===== config.mk =====
export PLATFORM = sky130hd
export DESIGN_NAME = rx_enable_regs
export DESIGN_NICKNAME = d
export VERILOG_FILES = /design/src/hw/rx_enable_pkg.sv /design/src/hw/serial_frame_rx.sv /design/src/hw/rx_enable_regs.sv
export VERILOG_INCLUDE_DIRS = /design/src /design/src/hw
export SDC_FILE = /design/constraint.sdc
export NUM_CORES = 1
export LEC_CHECK = 0
export ABC_AREA = 0
export BUFFER_PORTS_ARGS = -buffer_cell sky130_fd_sc_hd__buf_2
export CAP_MARGIN = 25
export CORE_MARGIN = 2
export CORE_UTILIZATION = 50
export CTS_BUF_LIST = sky130_fd_sc_hd__clkbuf_8 sky130_fd_sc_hd__clkbuf_16
export DETAILED_ROUTE_END_ITERATION = 16
export PLACE_DENSITY = 0.7
export SKIP_CTS_REPAIR_TIMING = 1
export SKIP_LAST_GASP = 1
export SLEW_MARGIN = 40
export SYNTH_ARGS = -nofsm -noshare
export SYNTH_HDL_FRONTEND = slang
export SYNTH_SLANG_ARGS = --single-unit

===== constraint.sdc =====
create_clock -name clock -period 2.4 [get_ports clock]
set_clock_uncertainty 0.2 [all_clocks]
set_input_delay 0.6 -clock clock [delete_from_list [all_inputs] [get_ports clock]]
set_output_delay 0.6 -clock clock [all_outputs]
set_load 0.1 [all_outputs]

===== src/hw/rx_enable_params.svh =====
`ifndef RX_ENABLE_PARAMS_SVH
`define RX_ENABLE_PARAMS_SVH

// Register offsets on the serial port (address phase byte).
`define ADDR_IF_BUFFER_CONTROL 8'h50
`define ADDR_SUBCIRCUIT_ENABLES 8'h51
`define ADDR_RADIO_TRIM 8'h52
`define ADDR_RECEIVER_CHAIN_ENABLE 8'h60

// Field positions.
`define BIT_IF_OUTPUT_BUFFER_ON 0
`define BIT_VCO_ON 0
`define BIT_SYNTH_LOOP_ON 1
`define BIT_RF_AMPLIFIER_ON 2
`define BIT_MIXER_ON 3
`define BIT_IF_CHAIN_ON 4
`define BIT_GAIN_CONTROL_ON 5
`define BIT_MASTER_CHAIN_ENABLE 7
`define BIT_RF_CHAIN_FORCE_ON 7

// Reset values, identical in both strap modes.
`define RST_IF_BUFFER_CONTROL 8'h00
`define RST_SUBCIRCUIT_ENABLES 8'hff
`define RST_RADIO_TRIM 8'h1b
`define RST_RECEIVER_CHAIN_ENABLE 8'h33

// Strap dependent clock configuration defaults: sample clock on always,
// crystal clock on only in strap mode 1.
`define RST_SAMPLE_CLK_ON 1'b1

// Start-up periods in oscillator cycles.
`define CLKOUT_ENABLE_CYCLES 16'd1024
`define INTERNAL_RESET_CYCLES 16'd4096

// Serial transfer: one read/write flag plus seven address bits, then eight data bits.
`define SERIAL_BITS 5'd16

`endif


===== src/hw/rx_enable_pkg.sv =====
package rx_enable_pkg;

    // Power-up sequencer states.
    typedef enum logic [3:0] {
        PWR_STANDBY = 4'b0001,
        PWR_CLKOUT_WAIT = 4'b0010,
        PWR_INT_RESET = 4'b0100,
        PWR_RUN = 4'b1000
    } power_state_e;

    // Block enables presented to the analog section.
    typedef struct packed {
        logic osc_on;
        logic vco_on;
        logic synth_loop_on;
        logic rf_amplifier_on;
        logic mixer_on;
        logic if_chain_on;
        logic gain_control_on;
        logic if_output_buffer_on;
        logic sample_clk_buf_on;
        logic xtal_clk_buf_on;
    } block_enables_s;

    // One serial frame, decoded.
    typedef struct packed {
        logic write;
        logic [7:0] addr;
        logic [7:0] data;
    } serial_frame_s;

endpackage


===== src/hw/serial_frame_rx.sv =====
`timescale 1ns/100ps
`include "rx_enable_params.svh"

// Serial slave: address phase then data phase, sampled on the system clock.
module serial_frame_rx (
    input wire logic clock,
    input wire logic rst_n,
    input wire logic clk_en,
    input wire logic sclk,
    input wire logic cs_n,
    input wire logic sdi,
    input wire logic [7:0] read_data,
    output logic sdo,
    output logic frame_valid,
    output rx_enable_pkg::serial_frame_s frame
);

    logic sclk_d_ff;
    logic [4:0] cnt_ff;
    logic [15:0] shift_ff;
    logic [7:0] out_ff;
    logic sdo_ff;
    logic valid_ff;
    rx_enable_pkg::serial_frame_s frame_ff;
    logic nxt_sclk_d, nxt_sdo, nxt_valid;
    logic [4:0] nxt_cnt;
    logic [15:0] nxt_shift;
    logic [7:0] nxt_out;
    rx_enable_pkg::serial_frame_s nxt_frame;

    // Shift on rising serial clock. The address is latched as soon as the address phase
    // ends, so the read mux answers for the frame in progress and not for the last one.
    always_comb begin
        nxt_sclk_d = sclk;
        nxt_cnt = cnt_ff;
        nxt_shift = shift_ff;
        nxt_out = out_ff;
        nxt_sdo = sdo_ff;
        nxt_valid = 1'b0;
        nxt_frame = frame_ff;
        if (cs_n) begin
            nxt_cnt = 5'd0;
            nxt_sdo = 1'b0;
        end else if (sclk && !sclk_d_ff) begin
            nxt_shift = {shift_ff[14:0], sdi};
            nxt_cnt = cnt_ff + 5'd1;
            if (cnt_ff == 5'd7) begin
                nxt_frame.addr = {1'b0, shift_ff[5:0], sdi};
            end
            if (cnt_ff == `SERIAL_BITS - 5'd1) begin
                nxt_frame.write = ~shift_ff[14];
                nxt_frame.addr = {1'b0, shift_ff[13:7]};
                nxt_frame.data = {shift_ff[6:0], sdi};
                nxt_valid = 1'b1;
                nxt_cnt = 5'd0;
            end
        end else if (!sclk && sclk_d_ff && cnt_ff >= 5'd8) begin
            // Data leaves on the falling edge, most significant bit first. The first fall
            // after the address phase takes the word straight from the read mux.
            if (cnt_ff == 5'd8) begin
                nxt_sdo = read_data[7];
                nxt_out = {read_data[6:0], 1'b0};
            end else begin
                nxt_sdo = out_ff[7];
                nxt_out = {out_ff[6:0], 1'b0};
            end
        end
    end

    always_ff @(posedge clock or negedge rst_n) begin
        if (!rst_n) begin
            sclk_d_ff <= 1'b0;
            cnt_ff <= 5'd0;
            shift_ff <= 16'h0000;
            out_ff <= 8'h00;
            sdo_ff <= 1'b0;
            valid_ff <= 1'b0;
            frame_ff <= '0;
        end else if (clk_en) begin
            sclk_d_ff <= nxt_sclk_d;
            cnt_ff <= nxt_cnt;
            shift_ff <= nxt_shift;
            out_ff <= nxt_out;
            sdo_ff <= nxt_sdo;
            valid_ff <= nxt_valid;
            frame_ff <= nxt_frame;
        end
    end

    assign sdo = sdo_ff;
    assign frame_valid = valid_ff;
    assign frame = frame_ff;

endmodule // serial_frame_rx


===== src/hw/rx_enable_regs.sv =====
`timescale 1ns/100ps
`include "rx_enable_params.svh"

module rx_enable_regs (
    input wire logic clock,
    input wire logic rst_n,
    input wire logic clk_en,
    input wire logic chip_enable_pin,
    input wire logic rf_enable_pin,
    input wire logic strap_mode_pin,
    input wire logic factory_test_select_a,
    input wire logic factory_test_select_b,
    input wire logic sclk,
    input wire logic cs_n,
    input wire logic sdi,
    input wire logic sample_clock_in,
    input wire logic sign_in,
    output logic sdo,
    output logic sample_clock_output,
    output logic sign_output,
    output logic xtal_clock_output,
    output logic [1:0] charge_pump_current_select,
    output logic [2:0] loop_filter_trim,
    output logic internal_reset_active,
    output rx_enable_pkg::block_enables_s enables
);

    // Sequencer, register bank and output state.
    rx_enable_pkg::power_state_e state_ff, nxt_state;
    logic [15:0] count_ff, nxt_count;
    logic chip_en_d_ff, nxt_chip_en_d;
    logic rf_low_at_rise_ff, nxt_rf_low_at_rise;
    logic [7:0] if_buffer_control_ff, nxt_if_buffer_control;
    logic [7:0] subcircuit_enables_ff, nxt_subcircuit_enables;
    logic [7:0] radio_trim_ff, nxt_radio_trim;
    logic [7:0] receiver_chain_enable_ff, nxt_receiver_chain_enable;
    logic strap_ff, nxt_strap;
    logic sample_clk_on_ff, nxt_sample_clk_on;
    logic xtal_clk_on_ff, nxt_xtal_clk_on;
    logic clkout_ready_ff, nxt_clkout_ready;
    rx_enable_pkg::block_enables_s en_ff, nxt_en;
    logic sample_out_ff, sign_out_ff, xtal_out_ff;
    logic nxt_sample_out, nxt_sign_out, nxt_xtal_out;
    logic frame_valid;
    rx_enable_pkg::serial_frame_s frame;
    logic [7:0] read_data;
    logic load_defaults;
    logic rf_chain_on;
    logic chip_en_rise;
    logic reg_write;
    logic chain_allowed;
    logic rf_request;

    // Address phase then data phase is handled by the serial receiver.
    // It also latches the address early so a read can answer within the same frame.
    serial_frame_rx u_serial (
        .clock(clock),
        .rst_n(rst_n),
        .clk_en(clk_en),
        .sclk(sclk),
        .cs_n(cs_n),
        .sdi(sdi),
        .read_data(read_data),
        .sdo(sdo),
        .frame_valid(frame_valid),
        .frame(frame)
    );

    // The factory test selects only steer production test modes. In the application
    // they sit at fixed levels, so the bank gives them no function rather than guess
    // at behaviour that nobody can rely on.

    // A rise of the chip enable is taken against its registered copy, so a level that
    // is already high when reset lifts also counts as a wake-up.
    assign chip_en_rise = chip_enable_pin && !chip_en_d_ff;

    // Power-up sequencer: stand-by, clock-out wait, internal reset, run.
    // The counter runs on the system clock, which stands for the oscillator output.
    // One counter serves both periods; it is cleared between them so that each end
    // point is a single compare against its own constant.
    always_comb begin
        nxt_state = state_ff;
        nxt_count = count_ff;
        nxt_chip_en_d = chip_enable_pin;
        nxt_rf_low_at_rise = rf_low_at_rise_ff;
        nxt_clkout_ready = clkout_ready_ff;
        case (state_ff)
            rx_enable_pkg::PWR_STANDBY: begin
                nxt_count = 16'd0;
                nxt_clkout_ready = 1'b0;
                if (chip_en_rise) begin
                    nxt_state = rx_enable_pkg::PWR_CLKOUT_WAIT;
                    // The RF pin level at the rise decides whether defaults reload.
                    nxt_rf_low_at_rise = ~rf_enable_pin;
                end
            end
            rx_enable_pkg::PWR_CLKOUT_WAIT: begin
                // Clock outputs may start once this wait ends, well before the loop has settled.
                nxt_count = count_ff + 16'd1;
                if (count_ff == `CLKOUT_ENABLE_CYCLES - 16'd1) begin
                    nxt_clkout_ready = 1'b1;
                    nxt_count = 16'd0;
                    nxt_state = rx_enable_pkg::PWR_INT_RESET;
                end
            end
            rx_enable_pkg::PWR_INT_RESET: begin
                nxt_count = count_ff + 16'd1;
                if (count_ff == `INTERNAL_RESET_CYCLES - 16'd1) begin
                    nxt_state = rx_enable_pkg::PWR_RUN;
                end
            end
            rx_enable_pkg::PWR_RUN: begin
                // Run holds until the chip enable drops.
                nxt_count = 16'd0;
            end
            default: begin
                nxt_state = rx_enable_pkg::PWR_STANDBY;
            end
        endcase
        // Dropping the chip enable wins over every state, even in mid-count.
        if (!chip_enable_pin) begin
            nxt_state = rx_enable_pkg::PWR_STANDBY;
        end
    end

    // Sequencer state; the chip enable history for the rise detector lives here too.
    always_ff @(posedge clock or negedge rst_n) begin
        if (!rst_n) begin
            state_ff <= rx_enable_pkg::PWR_STANDBY;
            count_ff <= 16'd0;
            chip_en_d_ff <= 1'b0;
            rf_low_at_rise_ff <= 1'b1;
            clkout_ready_ff <= 1'b0;
        end else if (clk_en) begin
            state_ff <= nxt_state;
            count_ff <= nxt_count;
            chip_en_d_ff <= nxt_chip_en_d;
            rf_low_at_rise_ff <= nxt_rf_low_at_rise;
            clkout_ready_ff <= nxt_clkout_ready;
        end
    end

    // The internal reset is simply the third sequencer state, so it lasts its full count
    // unless the chip enable drops first; no separate pulse stretcher is needed.
    assign internal_reset_active = (state_ff == rx_enable_pkg::PWR_INT_RESET);
    // Defaults load at the end of the internal reset only after a rise with RF pin low;
    // a rise with the RF pin high keeps what software wrote before stand-by.
    assign load_defaults = internal_reset_active &&
        (count_ff == `INTERNAL_RESET_CYCLES - 16'd1) && rf_low_at_rise_ff;

    // Serial writes are accepted only in run; during the internal reset the defaults
    // are still loading and a write would race them.
    assign reg_write = frame_valid && frame.write && state_ff == rx_enable_pkg::PWR_RUN;

    // Register bank with strap-chosen defaults; writes are ignored until run.
    // Reserved bits of the buffer and trim registers stay zero so reads show live fields.
    always_comb begin
        nxt_if_buffer_control = if_buffer_control_ff;
        nxt_subcircuit_enables = subcircuit_enables_ff;
        nxt_radio_trim = radio_trim_ff;
        nxt_receiver_chain_enable = receiver_chain_enable_ff;
        nxt_strap = strap_ff;
        nxt_sample_clk_on = sample_clk_on_ff;
        nxt_xtal_clk_on = xtal_clk_on_ff;
        if (load_defaults) begin
            nxt_if_buffer_control = `RST_IF_BUFFER_CONTROL;
            nxt_subcircuit_enables = `RST_SUBCIRCUIT_ENABLES;
            nxt_radio_trim = `RST_RADIO_TRIM;
            nxt_receiver_chain_enable = `RST_RECEIVER_CHAIN_ENABLE;
            nxt_strap = strap_mode_pin;
            nxt_sample_clk_on = `RST_SAMPLE_CLK_ON;
            nxt_xtal_clk_on = strap_mode_pin;
        end else if (reg_write) begin
            if (frame.addr == `ADDR_IF_BUFFER_CONTROL) begin
                nxt_if_buffer_control = {7'h00, frame.data[`BIT_IF_OUTPUT_BUFFER_ON]};
            end else if (frame.addr == `ADDR_SUBCIRCUIT_ENABLES) begin
                nxt_subcircuit_enables = frame.data;
            end else if (frame.addr == `ADDR_RADIO_TRIM) begin
                nxt_radio_trim = {3'h0, frame.data[4:0]};
            end else if (frame.addr == `ADDR_RECEIVER_CHAIN_ENABLE) begin
                nxt_receiver_chain_enable = frame.data;
            end
        end
    end

    // Register state; the reset values match the defaults of strap mode 0.
    always_ff @(posedge clock or negedge rst_n) begin
        if (!rst_n) begin
            if_buffer_control_ff <= `RST_IF_BUFFER_CONTROL;
            subcircuit_enables_ff <= `RST_SUBCIRCUIT_ENABLES;
            radio_trim_ff <= `RST_RADIO_TRIM;
            receiver_chain_enable_ff <= `RST_RECEIVER_CHAIN_ENABLE;
            strap_ff <= 1'b0;
            sample_clk_on_ff <= `RST_SAMPLE_CLK_ON;
            xtal_clk_on_ff <= 1'b0;
        end else if (clk_en) begin
            if_buffer_control_ff <= nxt_if_buffer_control;
            subcircuit_enables_ff <= nxt_subcircuit_enables;
            radio_trim_ff <= nxt_radio_trim;
            receiver_chain_enable_ff <= nxt_receiver_chain_enable;
            strap_ff <= nxt_strap;
            sample_clk_on_ff <= nxt_sample_clk_on;
            xtal_clk_on_ff <= nxt_xtal_clk_on;
        end
    end

    // Read mux returns stored fields; unmapped addresses read zero.
    // The address is that of the frame in progress, latched after its address phase.
    always_comb begin
        read_data = 8'h00;
        if (frame.addr == `ADDR_IF_BUFFER_CONTROL) begin
            read_data = if_buffer_control_ff;
        end else if (frame.addr == `ADDR_SUBCIRCUIT_ENABLES) begin
            read_data = subcircuit_enables_ff;
        end else if (frame.addr == `ADDR_RADIO_TRIM) begin
            read_data = radio_trim_ff;
        end else if (frame.addr == `ADDR_RECEIVER_CHAIN_ENABLE) begin
            read_data = receiver_chain_enable_ff;
        end
    end

    // The master bit gates the whole receive chain; outside run it is always off.
    assign chain_allowed = state_ff == rx_enable_pkg::PWR_RUN &&
        subcircuit_enables_ff[`BIT_MASTER_CHAIN_ENABLE];
    // Either the force bit or the RF pin asks for the chain.
    assign rf_request = receiver_chain_enable_ff[`BIT_RF_CHAIN_FORCE_ON] ||
        rf_enable_pin;
    // The RF chain runs only when the master bit, and force bit or RF pin, allow it.
    assign rf_chain_on = chain_allowed && rf_request;

    // Block enables are registered so the analog section never sees decode glitches.
    always_comb begin
        nxt_en.osc_on = state_ff != rx_enable_pkg::PWR_STANDBY;
        nxt_en.vco_on = rf_chain_on && subcircuit_enables_ff[`BIT_VCO_ON];
        nxt_en.synth_loop_on = rf_chain_on && subcircuit_enables_ff[`BIT_SYNTH_LOOP_ON];
        nxt_en.rf_amplifier_on = rf_chain_on && subcircuit_enables_ff[`BIT_RF_AMPLIFIER_ON];
        nxt_en.mixer_on = rf_chain_on && subcircuit_enables_ff[`BIT_MIXER_ON];
        nxt_en.if_chain_on = rf_chain_on && subcircuit_enables_ff[`BIT_IF_CHAIN_ON];
        nxt_en.gain_control_on = rf_chain_on && subcircuit_enables_ff[`BIT_GAIN_CONTROL_ON];
        nxt_en.if_output_buffer_on = rf_chain_on &&
            if_buffer_control_ff[`BIT_IF_OUTPUT_BUFFER_ON];
        // With the RF pin low only one clock buffer runs, picked by the strap.
        nxt_en.sample_clk_buf_on = clkout_ready_ff && sample_clk_on_ff &&
            (rf_enable_pin || !strap_ff);
        nxt_en.xtal_clk_buf_on = clkout_ready_ff && xtal_clk_on_ff &&
            (rf_enable_pin || strap_ff);
    end

    // Pass-through outputs are gated by the registered enables. A disabled output
    // drives low rather than float; the extra register costs one cycle of delay
    // but keeps enable changes from chopping a half-period into a runt pulse.
    always_comb begin
        nxt_sample_out = en_ff.sample_clk_buf_on & sample_clock_in;
        nxt_sign_out = en_ff.if_chain_on & sign_in;
        nxt_xtal_out = en_ff.xtal_clk_buf_on & en_ff.osc_on;
    end

    always_ff @(posedge clock or negedge rst_n) begin
        if (!rst_n) begin
            en_ff <= '0;
            sample_out_ff <= 1'b0;
            sign_out_ff <= 1'b0;
            xtal_out_ff <= 1'b0;
        end else if (clk_en) begin
            en_ff <= nxt_en;
            sample_out_ff <= nxt_sample_out;
            sign_out_ff <= nxt_sign_out;
            xtal_out_ff <= nxt_xtal_out;
        end
    end

    // Outputs leave straight from flip-flops; the trim fields from the stored register.
    assign enables = en_ff;
    assign sample_clock_output = sample_out_ff;
    assign sign_output = sign_out_ff;
    assign xtal_clock_output = xtal_out_ff;
    assign charge_pump_current_select = radio_trim_ff[1:0];
    assign loop_filter_trim = radio_trim_ff[4:2];

endmodule // rx_enable_regs


### Word-level counts from Yosys, hierarchy flattened

Cells that the tools add are included.

* add/subtract/negate cells: 2
* magnitude comparators: 1
* eq/ne operators: 23
* muxes and demuxes: 44
* bitwise gates (word level): 7
* reductions and logical operators: 53

Operators by type and width (number)
* 8-bit 2-to-1 mux: 24
* 16-bit one-hot mux with 3 select lines: 1
* 8-bit by 7-bit == test with 1-bit output, second input constant: 4
* 16-bit 2-to-1 mux: 2
* 1-bit logical AND: 20
* 2-bit nonzero test: 9
* 16-bit by 1-bit adder with 16-bit output, second input constant: 1
* 16-bit by 10-bit == test with 1-bit output, second input constant: 1
* 16-bit by 12-bit == test with 1-bit output, second input constant: 1
* 4-bit 2-to-1 mux: 4
* 4-bit one-hot mux with 4 select lines: 1
* 4-bit AND reduction: 4
* 5-bit 2-to-1 mux: 3
* 3-bit AND reduction: 5
* 2-bit inequality test, second input constant: 6
* 5-bit by 4-bit == test with 1-bit output, second input constant: 2
* 5-bit AND reduction: 2
* 1-bit 2-to-1 mux: 8
* 3-bit inequality test, second input constant: 2
* 2-bit AND reduction: 3
* 6-bit AND reduction: 1
* 5-bit by 1-bit adder with 5-bit output, second input constant: 1
* 5-bit by 3-bit == test with 1-bit output, second input constant: 1
* 5-bit by 4-bit greater-or-equal comparator with 1-bit output, second input constant: 1
* other kinds (13): 23

* flip-flop bits (word level): 117
* bits of input ports: 13
* output and inout port bits: 20
* word-level logic and storage cells: 162

### Longest topological paths before layout

* depth after elaboration: 9
* gate-level depth with buffers: 9
* gate-level depth less buffers: 7

### Hierarchy

From an unflattened synthesis, not the netlist that was laid out.

* cells, all modules: 495
* area, all modules: 5066.1 um^2

Modules (own cells, without submodules)
* rx_enable_regs: times used 1, cells each 332, area each 3037.9 um^2, seq. area each 1498.9 um^2
* serial_frame_rx: times used 1, cells each 163, area each 2028.2 um^2, seq. area each 1151.1 um^2

### Worst setup path before layout

Ideal clock, no wire load.

* path kind: reg-to-reg
* start point: register state_ff[0]
* end point: register state_ff[2]
* setup time: 0.125 ns
* arrival: 2.542 ns
* slack: -0.467 ns
* stages on the path, launching flop included: 8
* path buffers: 2
* period minus slack after synthesis: 2.867 ns
* cell sequence: dfstp_2 -> clkbuf_1 -> or4_1 -> clkbuf_1 -> inv_1 -> and2_1 -> a21boi_0 -> mux2_2

* word-level cells in the longest chain between the ends: 3
* elaborated cells on any way between the ends: 11
* those cells by class: eq/ne: 8; mux: 2; reduce/logical: 1

RTL lines
* start: declaration: line rx_enable_regs.sv:29 `rx_enable_pkg::power_state_e state_ff, nxt_state;`
* start signal: assignment: line rx_enable_regs.sv:129 `state_ff <= rx_enable_pkg::PWR_STANDBY;`
* start signal: assignment: line rx_enable_regs.sv:135 `state_ff <= nxt_state;`
* 4-bit by 3-bit == test with 1-bit output (*)
* via internal_reset_active: line rx_enable_regs.sv:24 `output logic internal_reset_active,`
* 3-bit by 2-bit inequality test with 1-bit output (no line) or 4-bit one-hot mux with 4 select lines (tied branches)
* 5-bit AND reduction (no line) or 4-bit 2-to-1 mux (tied branches)

The timed path passes the listed nets; every way through them passes the cells marked *.
A chain may end at the register's enable or synchronous reset.

### Worst setup path in the final report

* start point: register state_ff[1]
* end point: output port internal_reset_active

* word-level cells in the longest chain between the ends: 1

RTL lines
* 4-bit by 3-bit == test with 1-bit output: line rx_enable_regs.sv:145 `assign internal_reset_active = (state_ff == rx_enable_pkg::PWR_INT_RESET);`
* end: declaration: line rx_enable_regs.sv:24

No other way between the ends.

==> impl_metrics.sql <==
INSERT INTO impl_metrics (metric_group, metric, value, unit) VALUES
('status', 'outcome', 'finished with violations', ''),
('status', 'violated_checks', 'negative setup slack', ''),
('drt', 'drt_pre_antenna_iters', '5', ''),
('flow_run', 'cap_violations', '0', ''),
('drt', 'vias_per_cell', '5.751', ''),
('finish', 'layout.cell_area.non_filler', '6132', 'um2'),
('synth', 'synthTopCellsByArea', 'sky130_fd_sc_hd__dfrtp_1 44%, sky130_fd_sc_hd__dfstp_2 9.5%, sky130_fd_sc_hd__mux2_2 6.1%', ''),
('placement', 'gp_congestion', '0.9078', ''),
('synth', 'netlist_area', '5001', 'um2'),
('clock_network', 'ctsRootBufferMaster', 'sky130_fd_sc_hd__clkbuf_8', ''),
('clock_network', 'cts_bufs_inserted', '9', ''),
('synth', 'synth.yosys.seq_area_share', '0.5299', ''),
('clock_network', 'tritoncts_num_sinks', '105', ''),
('global_routing', 'globalRouteOverflowTotal', '0', ''),
('global_routing', 'grt_antenna_before_repair', '0', ''),
('finish', 'final_net_count', '581', ''),
('finish', 'finish.utilization', '0.6303', ''),
('global_routing', 'grt_usage', '0.2132', ''),
('sta', 'setup_viol', '3', ''),
('drt', 'antenna_violating_nets_left', '0', ''),
('die', 'placementRows', '36', ''),
('global_routing', 'grt_first_pass_wirelength', '18890', 'um'),
('placement', 'placed_cell_areas', '5599', 'um2'),
('sta', 'slew_headroom', '0.6080', ''),
('clock_network', 'clock_latency_on_the_worst_skew_pair', '0.38', 'ns'),
('drt', 'drt_drc_violations_left', '0', ''),
('worst_setup_path', 'critPathArrivalTime', '1.67', 'ns'),
('worst_setup_path', 'timing.critical_path.from_type', 'flop', ''),
('clock_network', 'clockBufferDepth', '2', ''),
('die', 'io-pin-count', '33', ''),
('sta', 'finalCritPeriodShare', '1.029', ''),
('placement', 'post-dp-hpwl', '7776', 'um'),
('synth', 'synth_warnings', '0', ''),
('hold_path', 'hold_path.class', 'in -> reg', ''),
('die', 'initial_utilization', '0.5140', ''),
('sta', 'grt_setup_unrepaired', 'true', ''),
('sta', 'final.setup.tns', '-0.07992', 'ns'),
('synth', 'postSynthRegisterBits', '105', ''),
('drt', 'first_iter_violations', '277', ''),
('die', 'die_area', '10820', 'um2'),
('global_routing', 'grt_start_max_net_pins', '44', ''),
('drt', 'finalWirelength', '11310', 'um'),
('worst_setup_path', 'critPathMaxFanout', '7', ''),
('sta', 'timing.final.ws_setup', '-0.06969', 'ns'),
('pwr', 'powerDensity', '672.8', 'nW/um2'),
('die', 'floorplan.die.height', '104.0', 'um'),
('placement', 'port_buffers', '30', ''),
('synth', 'synth_nets', '511', ''),
('synth', 'synth.avg_cell_area', '10.10', 'um2'),
('synth', 'synth_edf_count', '0', ''),
('synth', 'post_synth_most_frequent_cells', '87 x sky130_fd_sc_hd__dfrtp_1, 54 x sky130_fd_sc_hd__nand2_1, 49 x sky130_fd_sc_hd__nor2_1', ''),
('synth', 'share_of_synthesized_flip_flops_with_an_asynchronous_set_or_reset', '1.000', ''),
('sta', 'timing.fmax', '0.4049', 'GHz'),
('synth', 'yosysTopAreaCellShare', '0.4353', ''),
('worst_setup_path', 'path_class', 'reg -> out', ''),
('synth', 'library_cell_with_the_highest_instance_count_after_synthesis', 'sky130_fd_sc_hd__dfrtp_1', ''),
('finish', 'fraction_of_final_layout_cells_with_drive_strength_greater_than_1', '0.3351', ''),
('clock_network', 'cts_tree', 'built', ''),
('die', 'die-width', '104.0', 'um'),
('clock_network', 'cts-htree-levels', '3', ''),
('drt', 'detailed_route_wire_length_per_cell', '16.09', 'um'),
('placement', 'dp_slack', '0.01335', 'ns'),
('pwr', 'power.ir.vdd_worst', '0.4755', 'mV'),
('synth', 'synth.lib_cells_used.distinct', '58', ''),
('finish', 'area_growth_syn_to_layout', '22.62', '%'),
('sta', 'fin_crit', '2.470', 'ns'),
('clock_network', 'clk_pin_slew', '0.09', 'ns'),
('worst_setup_path', 'critPathRequiredTime', '1.60', 'ns'),
('synth', 'top_flip_flop_cell_by_instance_count_after_synthesis', 'sky130_fd_sc_hd__dfrtp_1', ''),
('sta', 'worst_slew_pin_slew', '0.5840', 'ns'),
('die', 'design.core.area', '9729', 'um2'),
('finish', 'fillCellCount', '822', ''),
('drt', 'detailroute.via_count', '4043', ''),
('finish', 'ant_diodes', '0', ''),
('sta', 'slew_limit_fails', '0', ''),
('pwr', 'p_leak', '0.002750', 'uW'),
('global_routing', 'grt_pass1_vias', '3921', ''),
('worst_setup_path', 'setup.worst_path.end_class', 'output pin', ''),
('sta', 'final_hold_vios', '0', ''),
('synth', 'yosysTopAreaCell', 'sky130_fd_sc_hd__dfrtp_1', ''),
('synth', 'synthCells', '495', '');
## state kept, by name, summed over array words and instances (netlist names), 4 cells and up
register / cells
state_ff: 4
count_ff: 16
u_serial.cnt_ff: 5
receiver_chain_enable_ff: 8
u_serial.shift_ff: 15
subcircuit_enables_ff: 8
u_serial.frame: 16
radio_trim_ff: 5
u_serial.out_ff: 7
enables: 10
## critical path: stages, from the launching register on
cell	delay [ns]
sky130_fd_sc_hd__dfrtp_2	0.45
sky130_fd_sc_hd__or4_4	0.56
sky130_fd_sc_hd__clkinvlp_4	0.11
sky130_fd_sc_hd__buf_12	0.17
## path summary, 6_finish.rpt
kind | to | depth (start not counted) | from | slack (ns)
worst max-delay path | internal_reset_active | 3 | state_ff[1] | -0.07
min in group asynchronous | u_serial.cnt_ff[1] | 2 | rst_n | 0.45
worst min-delay path | xtal_clk_on_ff | 3 | strap_mode_pin | 0.25
worst min register to register | u_serial.frame[16] | 1 | u_serial.shift_ff[14] | 0.27
worst max register to register | radio_trim_ff[4] | 7 | count_ff[13] | -0.01
max in group asynchronous | rf_low_at_rise_ff | 3 | rst_n | 0.90
## stage by stage
step	hold WS [ns]	instances	total power [uW]
3_3_place_gp	0.2313	678	2803
5_1_grt	0.2396	703	4344
3_5_place_dp	0.2611	678	2825
4_1_cts	-0.09055	694	4132
2_1_floorplan	0.1044	495	2518
6_report	0.2512	703	4126
## layout make-up
type | instances | area (um2) | area share
Clock inverter | 7 | 117.6 | 0.01918
Timing Repair Buffer | 84 | 655.6 | 0.1069
Multi-Input combinational cell | 351 | 2357 | 0.3844
Inverter | 14 | 56.30 | 0.009182
Tap cell | 133 | 166.4 | 0.02714
Clock buffer | 9 | 123.9 | 0.02020
Sequential cell | 105 | 2655 | 0.4330
## placed cells by master (no fill, tap or decap), types with 9 or more instances in the layout
| cell type | instances |
|---|---|
| sky130_fd_sc_hd__a21oi_1 | 26 |
| sky130_fd_sc_hd__a21oi_2 | 13 |
| sky130_fd_sc_hd__a31oi_1 | 14 |
| sky130_fd_sc_hd__buf_2 | 28 |
| sky130_fd_sc_hd__buf_4 | 48 |
| sky130_fd_sc_hd__clkbuf_8 | 9 |
| sky130_fd_sc_hd__dfrtp_1 | 83 |
| sky130_fd_sc_hd__dfstp_2 | 18 |
| sky130_fd_sc_hd__inv_1 | 13 |
| sky130_fd_sc_hd__mux2_2 | 27 |
| sky130_fd_sc_hd__nand2_1 | 53 |
| sky130_fd_sc_hd__nand3_1 | 13 |
| sky130_fd_sc_hd__nor2_1 | 37 |
| sky130_fd_sc_hd__nor2_4 | 9 |
| sky130_fd_sc_hd__o21ai_0 | 28 |
| sky130_fd_sc_hd__o2bb2ai_1 | 9 |
## power breakdown
part	total, uW	leakage [uW]	switching (uW)	internal [uW]
sequential	2020	0.00136	126	1890
clock	1310	0.000128	609	697
combinational	804	0.00126	467	337
## layer usage
metal,global-route usage,up-vias,share of wire
met5,0,-,0
met4,0.04440,0,0.011
li1,-,1932,-
met2,0.3492,93,0.49
met1,0.2852,2006,0.45
met3,0.06015,12,0.044
## logic make-up after synthesis
family                     Yosys count  share of synthesized area
and+or+nand+nor                    168                     0.1674
buffers and inverters               39                    0.03227
muxes                               35                    0.07681
AOI/OAI and AO/OA                  142                     0.1809
adders and majority gates            3                   0.007506
xor gates and xnor gates             3                   0.005255
DFF                                105                     0.5299
(Power assumes the default switching activity.)
